`src/ess_pkg.sv`:
```
// Constants and types for the event status summary register bank
package ess_pkg;

  // Standard event flag positions
  localparam int EsfOpComplete = 0;
  localparam int EsfQueryError = 2;
  localparam int EsfDeviceError = 3;
  localparam int EsfExecError = 4;
  localparam int EsfCommandError = 5;
  localparam int EsfUserRequest = 6;
  localparam int EsfPowerOn = 7;

  // Questionable condition positions
  localparam int QcfPower = 3;
  localparam int QcfTimebaseCold = 4;
  localparam int QcfFrequency = 5;
  localparam int QcfModulation = 6 + 1;
  localparam int QcfUncal = 8;
  localparam int QcfSelfTest = 9;
  localparam int QcfAlwaysZero = 15;

  // Implemented bits; everything else reads as zero
  localparam logic [7:0] EsfUsedMask = 8'hFD;
  localparam logic [15:0] QcfUsedMask = 16'h03B8;

  // Reset values: only the power-on event is present after reset
  localparam logic [7:0] EsfResetValue = 8'h80;
  localparam logic [7:0] EseResetValue = 8'h00;
  localparam logic [15:0] QcfResetValue = 16'h0000;

  // Device-specific error code window
  localparam logic signed [15:0] DevErrLow = -16'sd399;
  localparam logic signed [15:0] DevErrHigh = -16'sd300;

  // Command codes on the command port
  typedef enum logic [3:0] {
    ESS_OP_NOP = 4'h0,
    ESS_OP_READ_EVENTS = 4'h1,
    ESS_OP_WRITE_ENABLE = 4'h2,
    ESS_OP_READ_ENABLE = 4'h3,
    ESS_OP_READ_QUES_COND = 4'h4,
    ESS_OP_READ_QUES_EVENT = 4'h5,
    ESS_OP_WRITE_QUES_ENABLE = 4'h6,
    ESS_OP_READ_QUES_ENABLE = 4'h7,
    ESS_OP_OP_COMPLETE = 4'h8
  } ess_op_t;

  typedef struct packed {
    logic valid;
    ess_op_t op;
    logic [15:0] data;
  } ess_cmd_t;

  typedef struct packed {
    logic powerBad;
    logic timebaseCold;
    logic freqBad;
    logic modBad;
    logic uncal;
    logic selfTestFail;
  } ess_cond_t;

  typedef struct packed {
    logic valid;
    logic [15:0] data;
  } ess_rsp_t;

endpackage : ess_pkg

```
`src/ess_event_status_summary.sv`:
```
// Standard event and questionable condition registers with summary bits
//
// Behaviour
// - Enabled rising event flag sets summary bit
// - Event flags query returns flag contents
// - Enable mask settable and queryable, per bit
// - Bit 0 after completion command and idle
// - Bit 2 on stray read or unfetched reply
// - Bit 3 on error -300..-399 or positive
// - Bit 4 on execution failure, error queued
// - Bit 5 on syntax error, error queued
// - Bit 6 on switch to local control
// - Bit 7 set at power up
// - Questionable condition and event both queryable
// - Questionable bit 3 while power setting bad
// - Questionable bit 4 while time base cold
// - Questionable bit 5 on frequency error
// - Questionable bit 7 while modulation bad
// - Questionable bit 8 while uncalibrated
// - Questionable bit 9 on self-test failure
// - Questionable bit 15 always reads zero
// - Event bits set by device, cleared on read
// - Reading enable masks leaves them unchanged
// - Status bit 3 is OR of enabled events
`timescale 1ns/1ps
module ess_event_status_summary
  import ess_pkg::*;
(
  // Clock and reset
  input wire logic clk,
  input wire logic rst_b,
  // Command port
  input wire ess_cmd_t cmd,
  output ess_rsp_t rsp,
  // Events from the command engine
  input wire logic allIdle,
  input wire logic readWithoutQuery,
  input wire logic cmdBeforeFetch,
  input wire logic errLogged,
  input wire logic signed [15:0] errLogCode,
  input wire logic execFail,
  input wire logic syntaxFail,
  input wire logic signed [15:0] failCode,
  input wire logic localSwitch,
  // Instrument conditions, asynchronous
  input wire ess_cond_t cond,
  // Summary and error queue outputs
  output logic eventSummaryBit,
  output logic quesSummaryBit,
  output logic errPush,
  output logic signed [15:0] errPushCode
);

  function automatic logic isDeviceError(input logic signed [15:0] code);
    isDeviceError = ((code >= DevErrLow) && (code <= DevErrHigh)) || (code > 16'sd0);
  endfunction : isDeviceError

  function automatic logic isOp(input ess_cmd_t c, input ess_op_t o);
    isOp = c.valid && (c.op == o);
  endfunction : isOp

  logic [7:0] esfReg, esfNext;
  logic [7:0] eseReg, eseNext;
  logic [15:0] qevReg, qevNext;
  logic [15:0] qenReg, qenNext;
  logic [15:0] qcondMetaReg, qcondMetaNext;
  logic [15:0] qcondReg, qcondNext;
  logic [15:0] qcondPrevReg, qcondPrevNext;
  logic opcPendReg, opcPendNext;
  ess_rsp_t rspReg, rspNext;
  logic evSumReg, evSumNext;
  logic qSumReg, qSumNext;
  logic errPushReg, errPushNext;
  logic signed [15:0] errCodeReg, errCodeNext;
  logic [7:0] esfSet;
  logic [15:0] qcondRaw;

  always_comb begin
    qcondRaw = 16'h0000;
    qcondRaw[QcfPower] = cond.powerBad;
    qcondRaw[QcfTimebaseCold] = cond.timebaseCold;
    qcondRaw[QcfFrequency] = cond.freqBad;
    qcondRaw[QcfModulation] = cond.modBad;
    qcondRaw[QcfUncal] = cond.uncal;
    qcondRaw[QcfSelfTest] = cond.selfTestFail;
  end

  always_comb begin
    esfSet = 8'h00;
    esfSet[EsfQueryError] = readWithoutQuery || cmdBeforeFetch;
    esfSet[EsfDeviceError] = errLogged && isDeviceError(errLogCode);
    esfSet[EsfExecError] = execFail;
    esfSet[EsfCommandError] = syntaxFail;
    esfSet[EsfUserRequest] = localSwitch;
    esfSet[EsfOpComplete] = opcPendReg && allIdle;
  end

  always_comb begin
    qcondMetaNext = qcondRaw;
    qcondNext = qcondMetaReg & QcfUsedMask;
    qcondPrevNext = qcondReg;
    opcPendNext = opcPendReg;
    if (isOp(cmd, ESS_OP_OP_COMPLETE)) begin
      opcPendNext = 1'b1;
    end else if (opcPendReg && allIdle) begin
      opcPendNext = 1'b0;
    end
    // A set arriving with the clearing read wins, so no event is lost
    esfNext = esfReg;
    if (isOp(cmd, ESS_OP_READ_EVENTS)) begin
      esfNext = 8'h00;
    end
    esfNext = (esfNext | esfSet) & EsfUsedMask;
    qevNext = qevReg;
    if (isOp(cmd, ESS_OP_READ_QUES_EVENT)) begin
      qevNext = 16'h0000;
    end
    qevNext = (qevNext | (qcondReg & ~qcondPrevReg)) & QcfUsedMask;
    eseNext = eseReg;
    if (isOp(cmd, ESS_OP_WRITE_ENABLE)) begin
      eseNext = cmd.data[7:0] & EsfUsedMask;
    end
    qenNext = qenReg;
    if (isOp(cmd, ESS_OP_WRITE_QUES_ENABLE)) begin
      qenNext = cmd.data & QcfUsedMask;
    end
    rspNext.valid = 1'b0;
    rspNext.data = 16'h0000;
    if (cmd.valid) begin
      rspNext.valid = 1'b1;
      unique case (cmd.op)
        ESS_OP_READ_EVENTS: rspNext.data = {8'h00, esfReg};
        ESS_OP_READ_ENABLE: rspNext.data = {8'h00, eseReg};
        ESS_OP_READ_QUES_COND: rspNext.data = qcondReg;
        ESS_OP_READ_QUES_EVENT: rspNext.data = qevReg;
        ESS_OP_READ_QUES_ENABLE: rspNext.data = qenReg;
        default: rspNext.valid = 1'b0;
      endcase
    end
    // Level summary: any set flag whose enable bit is set raises it, one edge later
    evSumNext = |(esfReg & eseReg);
    qSumNext = |(qevReg & qenReg);
    errPushNext = execFail || syntaxFail;
    errCodeNext = (execFail || syntaxFail) ? failCode : 16'sd0;
  end

  always_ff @(posedge clk) begin
    if (!rst_b) begin
      esfReg <= EsfResetValue;
      eseReg <= EseResetValue;
      qevReg <= QcfResetValue;
      qenReg <= QcfResetValue;
      qcondMetaReg <= QcfResetValue;
      qcondReg <= QcfResetValue;
      qcondPrevReg <= QcfResetValue;
      opcPendReg <= 1'b0;
      rspReg <= '0;
      evSumReg <= 1'b0;
      qSumReg <= 1'b0;
      errPushReg <= 1'b0;
      errCodeReg <= 16'sd0;
    end else begin
      esfReg <= esfNext;
      eseReg <= eseNext;
      qevReg <= qevNext;
      qenReg <= qenNext;
      qcondMetaReg <= qcondMetaNext;
      qcondReg <= qcondNext;
      qcondPrevReg <= qcondPrevNext;
      opcPendReg <= opcPendNext;
      rspReg <= rspNext;
      evSumReg <= evSumNext;
      qSumReg <= qSumNext;
      errPushReg <= errPushNext;
      errCodeReg <= errCodeNext;
    end
  end

  assign rsp = rspReg;
  assign eventSummaryBit = evSumReg;
  assign quesSummaryBit = qSumReg;
  assign errPush = errPushReg;
  assign errPushCode = errCodeReg;
endmodule : ess_event_status_summary

```
`config.mk`:
```
export PLATFORM = sky130hd
export DESIGN_NAME = ess_event_status_summary
export DESIGN_NICKNAME = d
export VERILOG_FILES = /design/src/ess_pkg.sv /design/src/ess_event_status_summary.sv
export SDC_FILE = /design/constraint.sdc
export NUM_CORES = 1
export LEC_CHECK = 0
export BUFFER_PORTS_ARGS = -buffer_cell sky130_fd_sc_hd__buf_2
export CAP_MARGIN = 10
export CORE_ASPECT_RATIO = 1.2
export CORE_MARGIN = 8
export CORE_UTILIZATION = 52
export DETAILED_ROUTE_END_ITERATION = 8
export GPL_TIMING_DRIVEN = 0
export MAX_ROUTING_LAYER = met4
export PLACE_DENSITY = 0.84
export SETUP_SLACK_MARGIN = 0.2
export SYNTH_ARGS = -nofsm -noshare
export SYNTH_HDL_FRONTEND = slang
export SYNTH_SLANG_ARGS = --single-unit
```
`constraint.sdc`:
```
create_clock -name clk -period 3.5 [get_ports clk]
set_input_delay 0.35 -clock clk [delete_from_list [all_inputs] [get_ports clk]]
set_output_delay 0.35 -clock clk [all_outputs]
set_load 0.05 [all_outputs]
```
==> reports/metrics.csv <==
metric;value;unit
coreArea;4975;um^2
design.portCount;104;
ctsRootBufferMaster;sky130_fd_sc_hd__clkbuf_8;
critical_path.endpoint;eseReg[6];
rsz0062_at_grt;false;
fin_worst_hold_slack;0.1827;ns
routed.top_layer;met4;
cts-htree-levels;3;
antenna_found_initial;0;
vdd_drop_max;406.6;uV
drt.antenna.violating_nets;0;
cts-buffers-inserted;9;
cts-root-to-sink-buffers;2;
synthTopCellsByCount;sky130_fd_sc_hd__dfxtp_1, sky130_fd_sc_hd__and2_1, sky130_fd_sc_hd__nor2_1;
grt_overflow;0;
wl_met2;3324;um
setup_viol_count_final;0;
worstRegToRegCells;3;
grt_pass1_vias;2369;
finalMaxSlewViolations;0;
critical-path-top-delay-family;simple AND/OR/NAND/NOR gates;
clkTransAtPathRegs;0.09;ns
layout_min_cycle_time;1.453;ns
maxSlewHeadroom;65.64;%
postCtsSetupRepairBufs;0;
yosys.area.top_type_share;54.74;%
syn_area_per_cell;10.02;um^2
crit_path_launch;cmd[16];
worst_pin_slew;0.5154;ns
crit_path_cells;clkbuf_2 > nand3b_2 > nor3_4 > mux2i_1 > nor2_1;
final_wl;6923;um
post_drt_wl_per_cell;15.77;um
worst_slack;2.047;ns
floorplan.die.width;81.86;um
worst_setup_path_class;primary input to flop;
place_worst_setup_slack;1.701;ns
r2r-end;rsp[7];
max_cap_viol_count;0;
filler_cell_count;396;
timing.rr.start;esfReg[7];
ys_ff_latch;74;
timing.critical_path.to_type;flop;
largest_fanout_of_any_net_on_the_critical_path;9;
flow.area_growth_from_synthesis;28.25;%
cpMaxStageDelayCell;sky130_fd_sc_hd__nor3_4;
met1Wirelength;2658;um
worst_path_largest_cell_delay;0.44;ns
synth_top_cell_by_area;sky130_fd_sc_hd__dfxtp_1;
num-nets-final;442;
p_total;0.001840;W
run_status;completed;
cts_tree;done;
post_synth_main_area_contributors;sky130_fd_sc_hd__dfxtp_1, sky130_fd_sc_hd__and2_1, sky130_fd_sc_hd__mux2i_1;
timing.fmax;688.4;MHz
ys_dominant_reg_cell;sky130_fd_sc_hd__dfxtp_1;
post_cts_resized;0;
cp.required;3.74;ns
area_of_combinational_cells_with_multiple_inputs;1097;um^2
final-instance-count-excl-fill;439;
wire_length_of_the_first_global_routing_pass;10840;um
setup_tns;0;ns
r2r_setup_slack;2.31;ns
floorplan.die.height;95.03;um
postSynth.asyncResetShare;0;%
initial_utilization;54.40;%
total_number_of_vias;2340;
netlist-cell-type-count;42;
num_rows;28;
place.detailed.instances;423;
floorplan.die_area;7778;um^2
detailedRoute.firstPassIterationCount;6;
avgViaCountPerCell;5.330;
finalHoldViolCount;0;
final_weighted_congestion_in_routability_driven_placement;0.8610;
clock_sinks;74;
post_synth_inst_count;270;
worstSetupPathDepth;5;
power.leakage;1.592;nW
synth-warning-count;0;
clock-skew-final;0.01064;ns
sequential_share_of_the_synthesized_area;54.74;%
route.detailed.drc;0;
power.density_cell_area;530.2;nW/um^2
path_buf_inv;1;
port_buffers;87;
route.met3.wl;741;um
number_of_synthesized_flops_with_an_enable_pin;0;
layout-drive-gt1-share;33.25;%
drt_iter0_drc;226;
post_cts_hold_buffer_count;0;
area_taken_by_flip_flops_and_latches;1481;um^2
yosysMostFrequentCell;sky130_fd_sc_hd__dfxtp_1;
antenna-diode-count;0;
area_of_the_mapped_netlist;2706;um^2
grt_max_degree;16;
layout_worst_path_cycle_share;41.51;%
launching_element_type_of_the_critical_path;primary input;
clk-insertion-delay-late;0.36;ns
hold_path_class;primary input to flop;
worstPathArrival;1.69;ns
grt_overall_usage;18.72;%
place.detailed.hpwl;5258;um
-- routing by layer --
| metal | global-route usage (%) | vias up |
|---|---|---|
| li1 | - | 1134 |
| met1 | 19.88 | 1042 |
| met2 | 29.99 | 139 |
| met3 | 6.780 | 25 |
| met4 | 9.238 | 0 |
| met5 | - | - |
-- metrics by stage --
step | utilization [%] | instance area [um^2]
final | 69.77 | 3471
after global routing | 69.77 | 3471
after CTS | 69.77 | 3471
after detailed placement | 65.12 | 3239
after global placement | 65.12 | 3239
after floorplan | - | 2729
-- layout by cell type (no fill, tap or decap), types with 2 or more instances in the layout --
cell type / netlist / final
sky130_fd_sc_hd__nor4_1: 3 / 3
sky130_fd_sc_hd__a21oi_1: 10 / 10
sky130_fd_sc_hd__a222oi_1: 5 / 5
sky130_fd_sc_hd__a31oi_1: 2 / 2
sky130_fd_sc_hd__bufinv_16: 0 / 2
sky130_fd_sc_hd__a22o_1: 4 / 4
sky130_fd_sc_hd__nand3_1: 3 / 3
sky130_fd_sc_hd__clkbuf_1: 6 / 6
sky130_fd_sc_hd__and2_1: 29 / 29
sky130_fd_sc_hd__o21ai_0: 12 / 12
sky130_fd_sc_hd__inv_8: 0 / 2
sky130_fd_sc_hd__clkbuf_8: 0 / 9
sky130_fd_sc_hd__nand2_1: 21 / 21
sky130_fd_sc_hd__nor3_1: 3 / 3
sky130_fd_sc_hd__conb_1: 1 / 7
sky130_fd_sc_hd__inv_1: 10 / 10
sky130_fd_sc_hd__buf_6: 2 / 2
sky130_fd_sc_hd__inv_6: 0 / 2
sky130_fd_sc_hd__mux2_2: 6 / 6
sky130_fd_sc_hd__nand2b_1: 3 / 3
sky130_fd_sc_hd__a22oi_1: 8 / 8
sky130_fd_sc_hd__nand4_1: 3 / 3
sky130_fd_sc_hd__nor2_1: 25 / 25
sky130_fd_sc_hd__nor3b_1: 3 / 3
sky130_fd_sc_hd__buf_2: 2 / 89
sky130_fd_sc_hd__mux2i_1: 10 / 10
sky130_fd_sc_hd__buf_4: 7 / 7
sky130_fd_sc_hd__dfxtp_1: 74 / 74
-- cell type report --
class | count | share of cell area (%)
repair buffers | 87 | 12.55
plain buffers | 18 | 3.244
well taps | 60 | 2.163
clock buffers | 9 | 3.569
flip-flops and latches | 74 | 42.68
clock inverters | 7 | 3.100
inverters | 10 | 1.081
multi-input cells | 174 | 31.61
-- flip-flops by register name (all words and copies together), names as in the netlist --
signal / count
qcondMetaReg: 6
esfReg: 7
rsp: 10
opcPendReg: 1
quesSummaryBit: 1
qevReg: 6
errPush: 1
eventSummaryBit: 1
errPushCode: 16
qenReg: 6
eseReg: 7
qcondPrevNext: 6
qcondPrevReg: 6
-- logic make-up (layout without fill, tap and decap cells) --
group / Yosys count / count (layout) / share of synthesized area, %
other cells: 1 / 7 / 0.1386
simple gates: 104 / 104 / 21.36
mux: 16 / 16 / 6.195
compound gates: 47 / 47 / 12.02
buf+inv: 28 / 131 / 5.548
flops: 74 / 74 / 54.74
-- power by group --
| part | internal, W | switching, W | total [W] | leakage [nW] |
|---|---|---|---|---|
| Sequential | 0.000872 | 0.0000148 | 0.000887 | 0.606 |
| Combinational | 0.0000708 | 0.000125 | 0.000196 | 0.872 |
| Clock | 0.000416 | 0.000343 | 0.000758 | 0.114 |
| Total | 0.00136 | 0.000482 | 0.00184 | 1.59 |
-- worst min-delay path by stage --
stage / slack (ns) / startpoint / end / cells past startpoint
global route: 0.17 / failCode[10] / errPushCode[10] / 2
detailed placement: 0.41 / qcondPrevReg[5] / qevReg[5] / 1
finish: 0.18 / failCode[2] / errPushCode[2] / 2
global placement: 0.40 / qcondPrevReg[4] / qevReg[4] / 1
CTS: 0.17 / failCode[13] / errPushCode[13] / 2
floorplan: 0.40 / qcondPrevReg[3] / qevReg[3] / 1
No activity file was read; power rests on OpenSTA's default activity.
